[src/inc/rtca_pkg.sv]
// Package for the calendar alarm, countdown, temperature and user data pages.
// Assumes a 32-bit AXI4-Lite register bus and register indices scaled by four.
package rtca_pkg;

  // ----------------------------------------------------------------
  // Register indices (byte address is four times the index)
  // ----------------------------------------------------------------
  localparam int           IDX_W               = 7;
  localparam logic [6:0]   IDX_WEEKDAY_ALARM   = 7'h14;
  localparam logic [6:0]   IDX_MONTH_ALARM     = 7'h15;
  localparam logic [6:0]   IDX_YEAR_ALARM      = 7'h16;
  localparam logic [6:0]   IDX_COUNTDOWN_LOW   = 7'h18;
  localparam logic [6:0]   IDX_COUNTDOWN_HIGH  = 7'h19;
  localparam logic [6:0]   IDX_TEMPERATURE     = 7'h20;
  localparam logic [6:0]   IDX_USER_NV_0       = 7'h28;
  localparam logic [6:0]   IDX_USER_NV_1       = 7'h29;
  localparam logic [6:0]   IDX_NV_SETTINGS     = 7'h30;
  localparam logic [6:0]   IDX_CAL_OFFSET      = 7'h31;
  localparam logic [6:0]   IDX_CAL_COEF        = 7'h32;
  localparam logic [6:0]   IDX_CAL_TURNOVER    = 7'h33;
  localparam logic [6:0]   IDX_ALARM_CTRL      = 7'h40;

  // ----------------------------------------------------------------
  // Field layouts
  // ----------------------------------------------------------------
  localparam int           ENABLE_BIT          = 7;
  localparam int           WEEKDAY_W           = 3;
  localparam int           MONTH_W             = 5;
  localparam int           YEAR_W              = 7;
  localparam int           THERM_ENABLE_BIT    = 1;
  localparam int           THERM_PERIOD_BIT    = 0;
  localparam int           CLK_SEL_LSB         = 2;
  localparam int           CHARGE_LSB          = 4;
  localparam int           CTRL_IRQ_EN_BIT     = 0;
  localparam int           CTRL_FLAG_BIT       = 1;
  localparam int           TURNOVER_W          = 6;

  // ----------------------------------------------------------------
  // Reset values and bus answers
  // ----------------------------------------------------------------
  localparam logic [7:0]   RST_BYTE            = 8'h00;
  localparam logic [7:0]   TEMP_ZERO_C         = 8'h3c;
  localparam logic [1:0]   RESP_OKAY           = 2'h0;
  localparam logic [1:0]   RESP_SLVERR         = 2'h2;

  // Alarm register: enable and match target
  typedef struct packed {
    logic       en;
    logic [6:0] target;
  } rtca_alarm_t;

  // Current calendar date from the watch logic
  typedef struct packed {
    logic [2:0] weekday;
    logic [4:0] month;
    logic [6:0] year;
  } rtca_date_t;

  // Non-volatile settings decoded for the rest of the chip
  typedef struct packed {
    logic [3:0] charge_sel;
    logic [1:0] clock_output_pin_sel;
    logic       therm_enable;
    logic       therm_slow_scan;
  } rtca_nv_cfg_t;

endpackage

[src/rtca_regs.sv]
// Alarm, countdown reload, temperature and user data registers behind AXI4-Lite.
// Assumes the calendar date and temperature samples come from logic on ref_clk.
`timescale 1ns/10ps
`default_nettype none

module rtca_regs
  import rtca_pkg::*;
#(
  parameter int         ADDR_W        = 9,
  parameter logic [7:0] CAL_OFFSET_RST = 8'h00,
  parameter logic [7:0] CAL_COEF_RST  = 8'h00,
  parameter logic [7:0] CAL_TURN_RST  = 8'h00
) (
  input  wire logic              ref_clk,
  input  wire logic              nrst,
  // AXI4-Lite slave
  input  wire logic [ADDR_W-1:0] s_axi_awaddr,
  input  wire logic              s_axi_awvalid,
  output logic                   s_axi_awready,
  input  wire logic [31:0]       s_axi_wdata,
  input  wire logic [3:0]        s_axi_wstrb,
  input  wire logic              s_axi_wvalid,
  output logic                   s_axi_wready,
  output logic [1:0]             s_axi_bresp,
  output logic                   s_axi_bvalid,
  input  wire logic              s_axi_bready,
  input  wire logic [ADDR_W-1:0] s_axi_araddr,
  input  wire logic              s_axi_arvalid,
  output logic                   s_axi_arready,
  output logic [31:0]            s_axi_rdata,
  output logic [1:0]             s_axi_rresp,
  output logic                   s_axi_rvalid,
  input  wire logic              s_axi_rready,
  // Calendar and thermometer
  input  wire rtca_date_t        cur_date,
  input  wire logic              temp_sample_valid,
  input  wire logic [7:0]        temp_sample,
  // Outputs to the rest of the clock
  output logic [15:0]            timer_reload,
  output logic [7:0]             temperature,
  output rtca_nv_cfg_t           nv_cfg,
  output logic [7:0]             cal_offset,
  output logic [7:0]             cal_coef,
  output logic [7:0]             cal_turnover,
  output logic                   alarm_flag,
  output logic                   alarm_irq
);

  // ----------------------------------------------------------------
  // Register storage
  // ----------------------------------------------------------------
  rtca_alarm_t       weekday_alarm;
  rtca_alarm_t       month_alarm;
  rtca_alarm_t       year_alarm;
  logic [7:0]        user_nv_byte_0;
  logic [7:0]        user_nv_byte_1;
  logic [7:0]        nv_settings;
  logic              alarm_irq_enable;
  logic              temp_pending;
  logic [7:0]        temp_pending_val;

  // ----------------------------------------------------------------
  // AXI4-Lite write channel
  // ----------------------------------------------------------------
  logic              aw_held;
  logic              w_held;
  logic [IDX_W-1:0]  wr_idx;
  logic [7:0]        wr_byte;
  logic              wr_lane0;
  logic              wr_fire;
  logic              wr_hit;
  logic              access_busy;

  // Address and data are taken in either order, one write at a time
  assign s_axi_awready = !aw_held && !s_axi_bvalid;
  assign s_axi_wready  = !w_held && !s_axi_bvalid;
  assign wr_fire       = aw_held && w_held && !s_axi_bvalid;

  always_ff @(posedge ref_clk or negedge nrst) begin
    if (!nrst) begin
      aw_held <= 1'b0;
      wr_idx  <= '0;
    end else if (s_axi_awvalid && s_axi_awready) begin
      aw_held <= 1'b1;
      wr_idx  <= s_axi_awaddr[IDX_W+1:2];
    end else if (wr_fire) begin
      aw_held <= 1'b0;
    end
  end

  always_ff @(posedge ref_clk or negedge nrst) begin
    if (!nrst) begin
      w_held   <= 1'b0;
      wr_byte  <= RST_BYTE;
      wr_lane0 <= 1'b0;
    end else if (s_axi_wvalid && s_axi_wready) begin
      w_held   <= 1'b1;
      wr_byte  <= s_axi_wdata[7:0];
      wr_lane0 <= s_axi_wstrb[0];
    end else if (wr_fire) begin
      w_held <= 1'b0;
    end
  end

  // Address decode for writes
  always_comb begin
    if (wr_idx == IDX_WEEKDAY_ALARM) begin
      wr_hit = 1'b1;
    end else if (wr_idx == IDX_MONTH_ALARM || wr_idx == IDX_YEAR_ALARM) begin
      wr_hit = 1'b1;
    end else if (wr_idx == IDX_COUNTDOWN_LOW || wr_idx == IDX_COUNTDOWN_HIGH) begin
      wr_hit = 1'b1;
    end else if (wr_idx == IDX_TEMPERATURE) begin
      wr_hit = 1'b1;
    end else if (wr_idx == IDX_USER_NV_0 || wr_idx == IDX_USER_NV_1) begin
      wr_hit = 1'b1;
    end else if (wr_idx >= IDX_NV_SETTINGS && wr_idx <= IDX_CAL_TURNOVER) begin
      wr_hit = 1'b1;
    end else if (wr_idx == IDX_ALARM_CTRL) begin
      wr_hit = 1'b1;
    end else begin
      wr_hit = 1'b0;
    end
  end

  // Write response stays up until the master takes it
  always_ff @(posedge ref_clk or negedge nrst) begin
    if (!nrst) begin
      s_axi_bvalid <= 1'b0;
      s_axi_bresp  <= RESP_OKAY;
    end else if (wr_fire) begin
      s_axi_bvalid <= 1'b1;
      s_axi_bresp  <= wr_hit ? RESP_OKAY : RESP_SLVERR;
    end else if (s_axi_bready) begin
      s_axi_bvalid <= 1'b0;
    end
  end

  // Byte strobe for the single data lane in use
  logic wr_en;
  assign wr_en = wr_fire && wr_lane0;

  // ----------------------------------------------------------------
  // Alarm registers
  // ----------------------------------------------------------------
  // Only the documented fields are stored, so unused bits cannot stick
  always_ff @(posedge ref_clk or negedge nrst) begin
    if (!nrst) begin
      weekday_alarm <= '0;
      month_alarm   <= '0;
      year_alarm    <= '0;
    end else if (wr_en) begin
      if (wr_idx == IDX_WEEKDAY_ALARM) begin
        weekday_alarm.en     <= wr_byte[ENABLE_BIT];
        weekday_alarm.target <= {4'h0, wr_byte[WEEKDAY_W-1:0]};
      end else if (wr_idx == IDX_MONTH_ALARM) begin
        month_alarm.en       <= wr_byte[ENABLE_BIT];
        month_alarm.target   <= {2'h0, wr_byte[MONTH_W-1:0]};
      end else if (wr_idx == IDX_YEAR_ALARM) begin
        year_alarm           <= wr_byte;
      end
    end
  end

  // ----------------------------------------------------------------
  // Countdown reload and user bytes
  // ----------------------------------------------------------------
  always_ff @(posedge ref_clk or negedge nrst) begin
    if (!nrst) begin
      timer_reload   <= '0;
      user_nv_byte_0 <= RST_BYTE;
      user_nv_byte_1 <= RST_BYTE;
    end else if (wr_en) begin
      if (wr_idx == IDX_COUNTDOWN_LOW) begin
        timer_reload[7:0]  <= wr_byte;
      end else if (wr_idx == IDX_COUNTDOWN_HIGH) begin
        timer_reload[15:8] <= wr_byte;
      end else if (wr_idx == IDX_USER_NV_0) begin
        user_nv_byte_0     <= wr_byte;
      end else if (wr_idx == IDX_USER_NV_1) begin
        user_nv_byte_1     <= wr_byte;
      end
    end
  end

  // ----------------------------------------------------------------
  // Control page: settings and crystal calibration
  // ----------------------------------------------------------------
  // Calibration values reset to per-unit parameters; software rarely changes them
  always_ff @(posedge ref_clk or negedge nrst) begin
    if (!nrst) begin
      nv_settings  <= RST_BYTE;
      cal_offset   <= CAL_OFFSET_RST;
      cal_coef     <= CAL_COEF_RST;
      cal_turnover <= CAL_TURN_RST;
    end else if (wr_en) begin
      if (wr_idx == IDX_NV_SETTINGS) begin
        nv_settings  <= wr_byte;
      end else if (wr_idx == IDX_CAL_OFFSET) begin
        cal_offset   <= wr_byte;
      end else if (wr_idx == IDX_CAL_COEF) begin
        cal_coef     <= wr_byte;
      end else if (wr_idx == IDX_CAL_TURNOVER) begin
        cal_turnover <= {2'h0, wr_byte[TURNOVER_W-1:0]};
      end
    end
  end

  // Settings fields fanned out to charger, clock output and thermometer
  assign nv_cfg.charge_sel           = nv_settings[CHARGE_LSB+3:CHARGE_LSB];
  assign nv_cfg.clock_output_pin_sel = nv_settings[CLK_SEL_LSB+1:CLK_SEL_LSB];
  assign nv_cfg.therm_enable         = nv_settings[THERM_ENABLE_BIT];
  assign nv_cfg.therm_slow_scan      = nv_settings[THERM_PERIOD_BIT];

  // ----------------------------------------------------------------
  // Temperature result with access freeze
  // ----------------------------------------------------------------
  // Bus activity except s_axi_wvalid before its handshake freezes the value; samples wait and land afterwards
  assign access_busy = aw_held || w_held || s_axi_bvalid || s_axi_awvalid
                       || s_axi_arvalid || s_axi_rvalid;

  always_ff @(posedge ref_clk or negedge nrst) begin
    if (!nrst) begin
      temperature      <= TEMP_ZERO_C;
      temp_pending     <= 1'b0;
      temp_pending_val <= RST_BYTE;
    end else if (wr_en && wr_idx == IDX_TEMPERATURE && !nv_cfg.therm_enable) begin
      temperature  <= wr_byte;
      temp_pending <= 1'b0;
    end else if (access_busy) begin
      if (temp_sample_valid && nv_cfg.therm_enable) begin
        temp_pending     <= 1'b1;
        temp_pending_val <= temp_sample;
      end
    end else if (temp_sample_valid && nv_cfg.therm_enable) begin
      temperature  <= temp_sample;
      temp_pending <= 1'b0;
    end else if (temp_pending) begin
      temperature  <= temp_pending_val;
      temp_pending <= 1'b0;
    end
  end

  // ----------------------------------------------------------------
  // Alarm compare and flag
  // ----------------------------------------------------------------
  logic alarm_match;
  logic alarm_match_d;
  logic any_enabled;

  // Disabled fields compare as true; no enabled field means no alarm
  assign any_enabled = weekday_alarm.en || month_alarm.en || year_alarm.en;
  assign alarm_match = any_enabled
      && (!weekday_alarm.en || weekday_alarm.target[WEEKDAY_W-1:0] == cur_date.weekday)
      && (!month_alarm.en || month_alarm.target[MONTH_W-1:0] == cur_date.month)
      && (!year_alarm.en || year_alarm.target == cur_date.year);

  always_ff @(posedge ref_clk or negedge nrst) begin
    if (!nrst) begin
      alarm_match_d <= 1'b0;
    end else begin
      alarm_match_d <= alarm_match;
    end
  end

  // Flag set on the first cycle of a match while the interrupt is enabled; set beats a clearing write
  always_ff @(posedge ref_clk or negedge nrst) begin
    if (!nrst) begin
      alarm_flag <= 1'b0;
    end else if (alarm_match && !alarm_match_d && alarm_irq_enable) begin
      alarm_flag <= 1'b1;
    end else if (wr_en && wr_idx == IDX_ALARM_CTRL && !wr_byte[CTRL_FLAG_BIT]) begin
      alarm_flag <= 1'b0;
    end
  end

  always_ff @(posedge ref_clk or negedge nrst) begin
    if (!nrst) begin
      alarm_irq_enable <= 1'b0;
    end else if (wr_en && wr_idx == IDX_ALARM_CTRL) begin
      alarm_irq_enable <= wr_byte[CTRL_IRQ_EN_BIT];
    end
  end

  assign alarm_irq = alarm_flag && alarm_irq_enable;

  // ----------------------------------------------------------------
  // AXI4-Lite read channel
  // ----------------------------------------------------------------
  logic [IDX_W-1:0] rd_idx;
  logic [7:0]       rd_byte;
  logic             rd_hit;
  logic [IDX_W-1:0] rd_idx_q;

  assign s_axi_arready = !s_axi_rvalid;
  assign rd_idx        = s_axi_araddr[IDX_W+1:2];

  // Read decode; upper 24 bits always read zero
  always_comb begin
    rd_hit  = 1'b1;
    rd_byte = RST_BYTE;
    if (rd_idx == IDX_WEEKDAY_ALARM) begin
      rd_byte = weekday_alarm;
    end else if (rd_idx == IDX_MONTH_ALARM) begin
      rd_byte = month_alarm;
    end else if (rd_idx == IDX_YEAR_ALARM) begin
      rd_byte = year_alarm;
    end else if (rd_idx == IDX_COUNTDOWN_LOW) begin
      rd_byte = timer_reload[7:0];
    end else if (rd_idx == IDX_COUNTDOWN_HIGH) begin
      rd_byte = timer_reload[15:8];
    end else if (rd_idx == IDX_TEMPERATURE) begin
      rd_byte = temperature;
    end else if (rd_idx == IDX_USER_NV_0) begin
      rd_byte = user_nv_byte_0;
    end else if (rd_idx == IDX_USER_NV_1) begin
      rd_byte = user_nv_byte_1;
    end else if (rd_idx == IDX_NV_SETTINGS) begin
      rd_byte = nv_settings;
    end else if (rd_idx == IDX_CAL_OFFSET) begin
      rd_byte = cal_offset;
    end else if (rd_idx == IDX_CAL_COEF) begin
      rd_byte = cal_coef;
    end else if (rd_idx == IDX_CAL_TURNOVER) begin
      rd_byte = cal_turnover;
    end else if (rd_idx == IDX_ALARM_CTRL) begin
      rd_byte = {6'h00, alarm_flag, alarm_irq_enable};
    end else begin
      rd_hit  = 1'b0;
    end
  end

  // Data captured at the address handshake, answer one cycle later
  always_ff @(posedge ref_clk or negedge nrst) begin
    if (!nrst) begin
      s_axi_rvalid <= 1'b0;
      s_axi_rdata  <= '0;
      s_axi_rresp  <= RESP_OKAY;
      rd_idx_q     <= '0;
    end else if (s_axi_arvalid && s_axi_arready) begin
      s_axi_rvalid <= 1'b1;
      s_axi_rdata  <= {24'h000000, rd_byte};
      s_axi_rresp  <= rd_hit ? RESP_OKAY : RESP_SLVERR;
      rd_idx_q     <= rd_idx;
    end else if (s_axi_rready) begin
      s_axi_rvalid <= 1'b0;
    end
  end
endmodule

`default_nettype wire

[config.mk]
export PLATFORM = sky130hd
export DESIGN_NAME = rtca_regs
export DESIGN_NICKNAME = d
export VERILOG_FILES = /design/src/inc/rtca_pkg.sv /design/src/rtca_regs.sv
export SDC_FILE = /design/constraint.sdc
export NUM_CORES = 1
export LEC_CHECK = 0
export BUFFER_PORTS_ARGS = -buffer_cell sky130_fd_sc_hd__buf_2
export CORE_MARGIN = 5
export CORE_UTILIZATION = 57
export DETAILED_ROUTE_END_ITERATION = 8
export PLACE_DENSITY = 0.85
export SYNTH_ARGS = -nofsm -noshare
export SYNTH_HDL_FRONTEND = slang
export SYNTH_SLANG_ARGS = --single-unit
[constraint.sdc]
create_clock -name ref_clk -period 5.4 [get_ports ref_clk]
set_input_delay 1.08 -clock ref_clk [delete_from_list [all_inputs] [get_ports ref_clk]]
set_output_delay 1.08 -clock ref_clk [all_outputs]
set_load 0.005 [all_outputs]
==> flow_metrics.tcl, run 1 <==
set metrics [dict create \
    slew_headroom_pct 31.9 \
    slew_violations 0 \
    drt-pass1-iter-count 5 \
    hold_violations 0 \
    cp.required_ns 5.76 \
    r2r_start "s_axi_bvalid" \
    h-tree-depth 4 \
    synthCells 619 \
    power_frac_clock_pct 36.5 \
    ant_nets 0 \
    postRouteWirelength_um 19300 \
    drt-met1-wl_um 8090 \
    outcome "complete, no violations" \
    setup_tns_ns 0 \
    core_um2 12000 \
    fin_total_pwr_mw 3.63 \
    nNetsFinal 815 \
    tightest_slew_ns 1.02 \
    clock_sinks 130 \
    finalCritPeriodShare_pct 52.1 \
    gp_congestion 0.929 \
    top_layer "met4" \
    power_frac_comb_pct 20.0 \
    synth-seq-cells 130 \
    fin_crit_ns 2.81 \
    hold_path_class "reg2reg" \
    syn_area_um2 6960 \
    path_class "in2reg" \
    synth_edf_count 0 \
    cellLeakagePower_nw 3.97 \
    ir_drop_uv 265 \
    diodes 0 \
    die_h_um 120 \
    port_buffers 124 \
    root_buffer "clkbuf_16" \
    rsz0062_at_grt "no" \
    path_clk_slew_ns 0.05 \
    synth_flop_cell "dfrtp_1" \
    dp_hpwl_um 13900 \
    setup-violations-final 0 \
    ys_seq_area_share_pct 46.8 \
    track_usage_pct 27.5 \
    p_int_mw 2.49 \
    power-per-cell-area_nw_per_um2 444 \
    switching_power_mw 1.15 \
    ys_warn_count 0 \
    numPlacedInstances 858 \
    die_area_um2 14500 \
    via_per_inst 6.16 \
    fin_cells 890 \
    max_stage_delay_ns 0.61 \
    fillers 895 \
    grt_pass1_wl_um 30500 \
    cp_slowest_cell "a2111oi_1" \
    skew_ns 0.0104 \
    antenna_found_initial 0 \
    critPathArrivalTime_ns 3.17 \
    max-cap-violations 0 \
    path_cells "buf_2 > buf_4 > or3b_1 > a2111oi_1 > a31oi_1 > a22oi_1 > o21a_1" \
    endpoint_kind "register" \
    drt_iter0_drc 514 \
    drive_above_1_share_pct 39.2 \
    met3WireLength_um 1470 \
    dr_wl_met2_um 9190 \
    grt_max_degree 75 \
    cts_tree "built" \
    grt_pass1_vias 5480 \
    io_pins 184 \
    drc 0 \
    rows 40 \
    postCtsSetupRepairBufs 0 \
    fmax_ghz 0.355 \
    worstSetupStartpoint "s_axi_araddr[2]" \
    worst-path-max-fanout 29 \
    max-clock-path-buffers 2 \
    ys_async_sr_fraction_pct 100 \
    overflow 0 \
    start_util_pct 57.9 \
    post_synth_num_cell_types 78 \
    power.share.switching_pct 31.6 \
    fp.dieW_um 120 \
    pwr-share-seq_pct 43.5 \
    syn_avg_cell_area_um2 11.2 \
    worstHoldStart "s_axi_rresp[1]" \
    startpoint_type "input pin" \
    numCtsBuffers 17 \
    clkLatencyLatePin_ns 0.43 \
    vias 5478 \
    syn_to_final_growth_pct 17.8 \
    final_util_pct 68.2 \
    wl_per_cell_um 21.7 \
    cts-hold-fix-buffers 0 \
    ctsResizeCount 0 \
]
through the flow:
stage	worst slack, ns	cell area, um2	hold WS [ns]
3_5_place_dp	2.19	7520	0.468
6_report	2.59	8190	0.487
3_3_place_gp	2.17	7520	0.462
2_1_floorplan	2.93	7060	0.470
4_1_cts	2.62	8190	0.481
5_1_grt	2.49	8190	0.498
registers in the layout, indices dropped and copies added, names as in the netlist, 6 cells and up:
| signal | flops |
|---|---|
| cal_coef | 8 |
| s_axi_rdata | 8 |
| year_alarm | 8 |
| cal_offset | 8 |
| wr_byte | 8 |
| month_alarm | 6 |
| user_nv_byte_0 | 8 |
| wr_idx | 7 |
| temp_pending_val | 8 |
| cal_turnover | 6 |
| user_nv_byte_1 | 8 |
| timer_reload | 16 |
| temperature | 8 |
| nv_cfg | 8 |
layout by cell type, fill, tap and decap left out, types with 7 or more instances in the layout:
cell type / instances
xnor2_1: 10
dfrtp_1: 126
and2_1: 9
clkbuf_16: 17
mux2i_1: 12
mux2_2: 104
o21ai_0: 21
nor2_1: 21
buf_2: 123
nor2b_1: 11
a31oi_1: 7
conb_1: 28
nand2_1: 47
a221o_1: 9
a21oi_1: 30
nand2b_1: 7
nand3_1: 23
nand4_1: 8
routing by layer:
metal,up-vias,global-route usage [%]
li1,2444,-
met1,2725,36.5
met2,265,43.1
met3,44,6.74
met4,0,11.8
met5,-,0
power by group through the flow:
stage | clock network [mW] | registers, mW | logic [mW]
6_report | 1.33 | 1.58 | 0.725
5_1_grt | 1.38 | 1.62 | 0.798
4_1_cts | 1.33 | 1.57 | 0.731
3_5_place_dp | 0 | 1.59 | 0.723
3_3_place_gp | 0 | 1.57 | 0.694
2_1_floorplan | 0 | 1.38 | 0.603
synth_stat cells, types with 6 or more instances:
cell / instances / area share [%]
buf_4: 33 / 3.6
dfrtp_1: 126 / 45
nand2_1: 47 / 2.5
clkbuf_1: 17 / 0.92
nor2b_1: 11 / 0.99
nand2b_1: 7 / 0.63
and2_1: 9 / 0.81
buf_2: 10 / 0.72
a31oi_1: 7 / 0.63
nor2_1: 21 / 1.1
nand3b_1: 6 / 0.65
xnor2_1: 10 / 1.3
a21oi_1: 30 / 2.2
nor3_1: 6 / 0.43
xor2_1: 6 / 0.76
nand4_1: 8 / 0.72
inv_1: 6 / 0.32
nand3_1: 23 / 1.7
a22oi_1: 6 / 0.65
mux2i_1: 12 / 1.7
o21ai_0: 21 / 1.5
mux2_2: 104 / 17
a221o_1: 9 / 1.3
path summary, 6_finish.rpt:
check | endpoint | slack, ns | cells past startpoint
hold reg to reg | s_axi_rresp[1] | 0.49 | 2
setup reg to reg | user_nv_byte_0[4] | 3.01 | 4
hold / removal | s_axi_rresp[1] | 0.49 | 2
setup / recovery | s_axi_rdata[1] | 2.59 | 7
min in group asynchronous | timer_reload[1] | 0.79 | 2
max in group asynchronous | cal_offset[3] | 3.91 | 2
cell families (layout without fill, tap and decap cells):
group,count (synthesis),in the layout,share of synthesized area (%)
buf+inv,70,167,5.86
other cells,1,28,0.0539
xor+xnor,16,16,2.01
simple gates,173,173,15.1
compound gates,111,111,11.0
mux,118,118,19.2
flops,130,130,46.8
cell type report:
| class | instances | area, um2 | area share [%] |
|---|---|---|---|
| Clock buffer | 20 | 447 | 5.45 |
| Clock inverter | 12 | 229 | 2.79 |
| Inverter | 6 | 22.5 | 0.275 |
| Multi-Input combinational cell | 446 | 3390 | 41.4 |
| Sequential cell | 130 | 3260 | 39.8 |
| Tap cell | 147 | 184 | 2.24 |
| Timing Repair Buffer | 129 | 661 | 8.06 |
worst max-delay path, delay by kind of cell:
kind,cells,cell delay (ns)
buffers and inverters,2,0.57
AOI/OAI and AO/OA,4,1.09
and+or+nand+nor,1,0.41
Note: power is estimated with default switching activity, not from simulation.
==> run 2, diff against run 1 <==
CORE_UTILIZATION = 48   (was 57)
PLACE_DENSITY = 0.77   (was 0.85)
clock period = 2.4 ns   (was 5.4 ns; I/O delays follow)
==> run 2 against run 1 <==
Compared with the run above: sequential share of layout area is 1.0 points lower; setup slack worse by 2.2 ns; flip-flop and latch count stayed put; die area is 17% higher; critical path type is now reg2reg; critical endpoint is now cal_coef[6]; final cell count is 6.7% higher; global-route usage is 3.5 points lower.
==> flow_metrics.tcl, run 2 (same netlist as run 1, synthesis figures left out) <==
set metrics [dict create \
    fin_crit_ns 2.06 \
    multiInputGateArea_um2 3390 \
    h-tree-depth 4 \
    slew_violations 0 \
    drt_iter0_drc 339 \
    vias 5514 \
    drt-pass1-iter-count 5 \
    ff2ff_setup_slack_ns 0.34 \
    nNetsFinal 837 \
    holdWs_ns 0.0111 \
    max-cap-violations 0 \
    antenna_found_initial 1 \
    final_common_cell "dfrtp_1" \
    start_util_pct 48.4 \
    ant_nets 0 \
    grtUsageMet2_pct 38.7 \
    reg2reg_depth 5 \
    die_area_um2 17000 \
    hold_path_class "in2async" \
    syn_to_final_growth_pct 20.8 \
    use_met3_pct 6.59 \
    gp_congestion 0.950 \
    postRouteWirelength_um 19600 \
    setup-violations-final 0 \
    fmax_ghz 0.487 \
    power-per-cell-area_nw_per_um2 956 \
    io_pins 184 \
    finalCritPeriodShare_pct 85.6 \
    ir_drop_uv 717 \
    rr_endpoint "cal_coef[6]" \
    clock_sinks 130 \
    core_um2 14400 \
    wl_per_cell_um 20.6 \
    drive_above_1_share_pct 40.9 \
    endpoint_kind "register" \
    overflow 0 \
    clkLatencyLatePin_ns 0.42 \
    fillers 1163 \
    cts-hold-fix-buffers 0 \
    worst-path-max-fanout 8 \
    regMostFlops "timer_reload" \
    startpoint_type "register" \
    post-place-ws_ns 0.200 \
    track_usage_pct 23.9 \
    path_class "reg2reg" \
    grt_busiest_layer "met2" \
    fin_cells 950 \
    tightest_slew_ns 0.641 \
    skew_ns 0.00920 \
    grt_max_degree 51 \
    grt_use_met1_pct 31.3 \
    dp_hpwl_um 14600 \
    fin_ws_ns 0.345 \
    ctsResizeCount 0 \
    via_per_inst 5.80 \
    fp.dieW_um 130 \
    critPathArrivalTime_ns 2.35 \
    max-clock-path-buffers 2 \
    hold_violations 0 \
    cp.required_ns 2.69 \
    numPlacedInstances 917 \
    slew_headroom_pct 57.1 \
    cts_tree "built" \
    grt_pass1_vias 5670 \
    outcome "complete, no violations" \
    cellLeakagePower_nw 4.08 \
    setup_tns_ns 0 \
    final_util_pct 58.5 \
    largest_reg_flops 16 \
    design_area_um2 8410 \
    seq_area_um2 3260 \
    fin_total_pwr_mw 8.04 \
    drc 0 \
    worstSetupStartpoint "wr_idx[6]" \
    path_clk_slew_ns 0.05 \
    final_cell_mix "dfrtp_1 (126), buf_2 (123), mux2_2 (104)" \
    port_buffers 124 \
    place_area_um2 7750 \
    r2r_start "wr_idx[6]" \
    numCtsBuffers 17 \
    grt_pass1_wl_um 31000 \
    rsz0062_at_grt "no" \
    die_h_um 130 \
    rows 44 \
    postCtsSetupRepairBufs 0 \
    root_buffer "clkbuf_16" \
]
[run 2: critical path, cell delays in order (launching register included)]
cell and delay [ns]:
dfrtp_1 0.41, nor2b_1 0.28, and3_4 0.25, nand3_4 0.09
nor3b_4 0.50, mux2_2 0.40
[run 2: metal layers]
layer	routed length [um]	share of wire, %
met1	7960	41
met2	9480	48
met3	1660	8.5
met4	475	2.4
met5	0	0
[run 2: how the worst max path moves through the flow]
stage / to / slack [ns]
global route: temperature[1] / 0.25
floorplan: s_axi_rdata[0] / 0.53
detailed placement: s_axi_rdata[1] / 0.20
CTS: cal_coef[6] / 0.34
finish: cal_coef[6] / 0.34
global placement: s_axi_rdata[1] / 0.23
[run 2: report_power, final]
part / leakage (nW) / internal [mW] / switching [mW]
clock: 0.309 / 1.87 / 0.925
sequential: 1.73 / 2.73 / 0.829
combinational: 2.04 / 0.922 / 0.759
[run 2: area by class of cell]
cell class	count	share of cell area, %
antenna	1	0.0298
timing repair buffer	151	10.1
clock buffer	24	5.97
clock inverter	8	1.76
tap	184	2.74
sequential	130	38.8
multi-input combinational	446	40.4
inverter	6	0.268
==> run 3, diff against run 2 <==
CORE_UTILIZATION = 40   (was 48)
PLACE_DENSITY = 0.66   (was 0.77)
clock period = 1.7 ns   (was 2.4 ns; I/O delays follow)
==> run 3 against run 2 <==
Compared with the run above: the run now ends with setup timing left; hold slack improved by 0.068 ns; flip-flop and latch count did not move; power rose by 42%; utilization fell by 4.6 points; fmax rose by 12%; largest power group unchanged; largest cell class unchanged.
==> flow_metrics.tcl, run 3 (same netlist as run 1, synthesis figures left out) <==
set metrics [dict create \
    via_per_inst 5.33 \
    track_usage_pct 21.1 \
    hold_violations 0 \
    tightest_slew_ns 0.772 \
    switching_power_mw 3.75 \
    nNetsFinal 915 \
    numPlacedInstances 1029 \
    fp.dieW_um 142 \
    final_common_cell "dfrtp_1" \
    ant_nets 0 \
    slew_headroom_pct 48.5 \
    power_frac_comb_pct 27.9 \
    path_cells "or4_4 > nor3_4 > o21ai_2 > o31a_1 > a221o_1" \
    power.share.switching_pct 32.8 \
    final_util_pct 53.9 \
    place_area_um2 8470 \
    root_buffer "clkbuf_16" \
    clock_sinks 130 \
    ir_drop_uv 958 \
    die_area_um2 20100 \
    worstSetupStartpoint "aw_held" \
    rsz0062_at_grt "yes" \
    path_clk_slew_ns 0.06 \
    seq_area_um2 3260 \
    wl_per_cell_um 19.8 \
    gp_congestion 0.953 \
    final_cell_mix "dfrtp_1 (125), buf_2 (123), buf_4 (91)" \
    diodes 0 \
    startpoint_type "register" \
    numCtsBuffers 17 \
    setup-violations-final 58 \
    drt-pass1-iter-count 5 \
    postRouteWirelength_um 21100 \
    multiInputGateArea_um2 3620 \
    port_buffers 124 \
    fin_crit_ns 1.84 \
    cp.required_ns 2.00 \
    fillers 1562 \
    endpoint_kind "register" \
    start_util_pct 40.5 \
    outcome "complete, but fails checks" \
    max-cap-violations 0 \
    largest_reg_flops 16 \
    pwr-share-seq_pct 43.1 \
    r2r_start "aw_held" \
    design_area_um2 9260 \
    power-per-cell-area_nw_per_um2 1240 \
    grt_max_degree 83 \
    dp_hpwl_um 15600 \
    path_class "reg2reg" \
    die_h_um 142 \
    regMostFlops "timer_reload" \
    finalCritPeriodShare_pct 108 \
    fin_cells 1066 \
    cp_num_buf_inv 0 \
    clkLatencyLatePin_ns 0.42 \
    syn_to_final_growth_pct 33.1 \
    failed_checks "setup timing" \
    max_stage_delay_ns 0.56 \
    fin_total_pwr_mw 11.4 \
    vias 5681 \
    p_int_mw 7.69 \
    worst-path-max-fanout 8 \
    worstHoldStart "s_axi_bready" \
    core_um2 17200 \
    slew_violations 0 \
    grt_pass1_wl_um 32500 \
    drc 0 \
    cp_slowest_cell "or4_4" \
    fmax_ghz 0.543 \
    hold_path_class "in2reg" \
    antenna_found_initial 0 \
    overflow 0 \
    drt_iter0_drc 400 \
    cts_tree "built" \
    max-clock-path-buffers 2 \
    io_pins 184 \
    power_frac_clock_pct 29.0 \
    ff2ff_setup_slack_ns -0.14 \
    skew_ns 0.00912 \
    drive_above_1_share_pct 48.3 \
    rows 48 \
    cellLeakagePower_nw 4.52 \
    critPathArrivalTime_ns 2.14 \
    grt_pass1_vias 5749 \
    fin_ws_ns -0.140 \
    h-tree-depth 4 \
    post-place-ws_ns -0.305 \
    crit_family "simple AND/OR/NAND/NOR gates" \
]
run 3: cell count changes in the layout (fill, tap and decap cells not counted), sizes merged:
cell / change
dlygate4sd3: +1
buf: +76
clkbuf: +2
clkinv: +3
bufinv: -4
clkinvlp: -2
diode: -1
run 3: power by group through the flow:
stage	Combinational (mW)	Sequential (mW)	Clock, mW
floorplan	1.97	4.38	0
global placement	2.91	4.95	0
detailed placement	2.96	4.95	0
CTS	3.07	4.91	3.38
global route	3.48	5.06	3.50
finish	3.19	4.93	3.32
run 3: through the flow:
stage                     setup TNS, ns  hold WS, ns
after floorplan                   -6.11       0.0444
after global placement            -6.74        0.161
after detailed placement          -8.33        0.161
after CTS                         -3.95       0.0694
after global routing              -7.35       0.0902
final                             -3.86       0.0792
run 3: worst paths after layout:
path,to,cells past startpoint
setup / recovery,temperature[6],5
hold / removal,s_axi_bvalid,2
setup reg to reg,temperature[6],5
hold reg to reg,s_axi_rresp[1],2
max in group asynchronous,temperature[4],3
min in group asynchronous,wr_idx[2],2
run 3: repair_timing:
item | CTS | global route
buffers inserted | 2 | 5
endpoints found under the hold margin | 46 | 0
gates resized for setup | 25 | 31
cloned | 0 | 1
pin swaps | 8 | 6
endpoints found under the setup margin | 81 | 99
hold buffers | 1 | 0
run 3: layout make-up:
type	instances	share of cell area (%)
sequential	130	35.2
clock buffer	25	5.46
timing repair buffer	229	16.7
inverter	6	0.243
multi-input combinational	446	39.1
clock inverter	5	0.297
tap	225	3.04
run 3: per-layer routing:
metal	vias up	GRT usage [%]	wire length, um	part of all wire [%]
met5	-	0	0	0
met4	0	7.17	580	2.7
met3	35	6.71	1740	8.2
met2	233	32.7	9570	45
met1	2788	28.0	9240	44
li1	2625	-	-	-
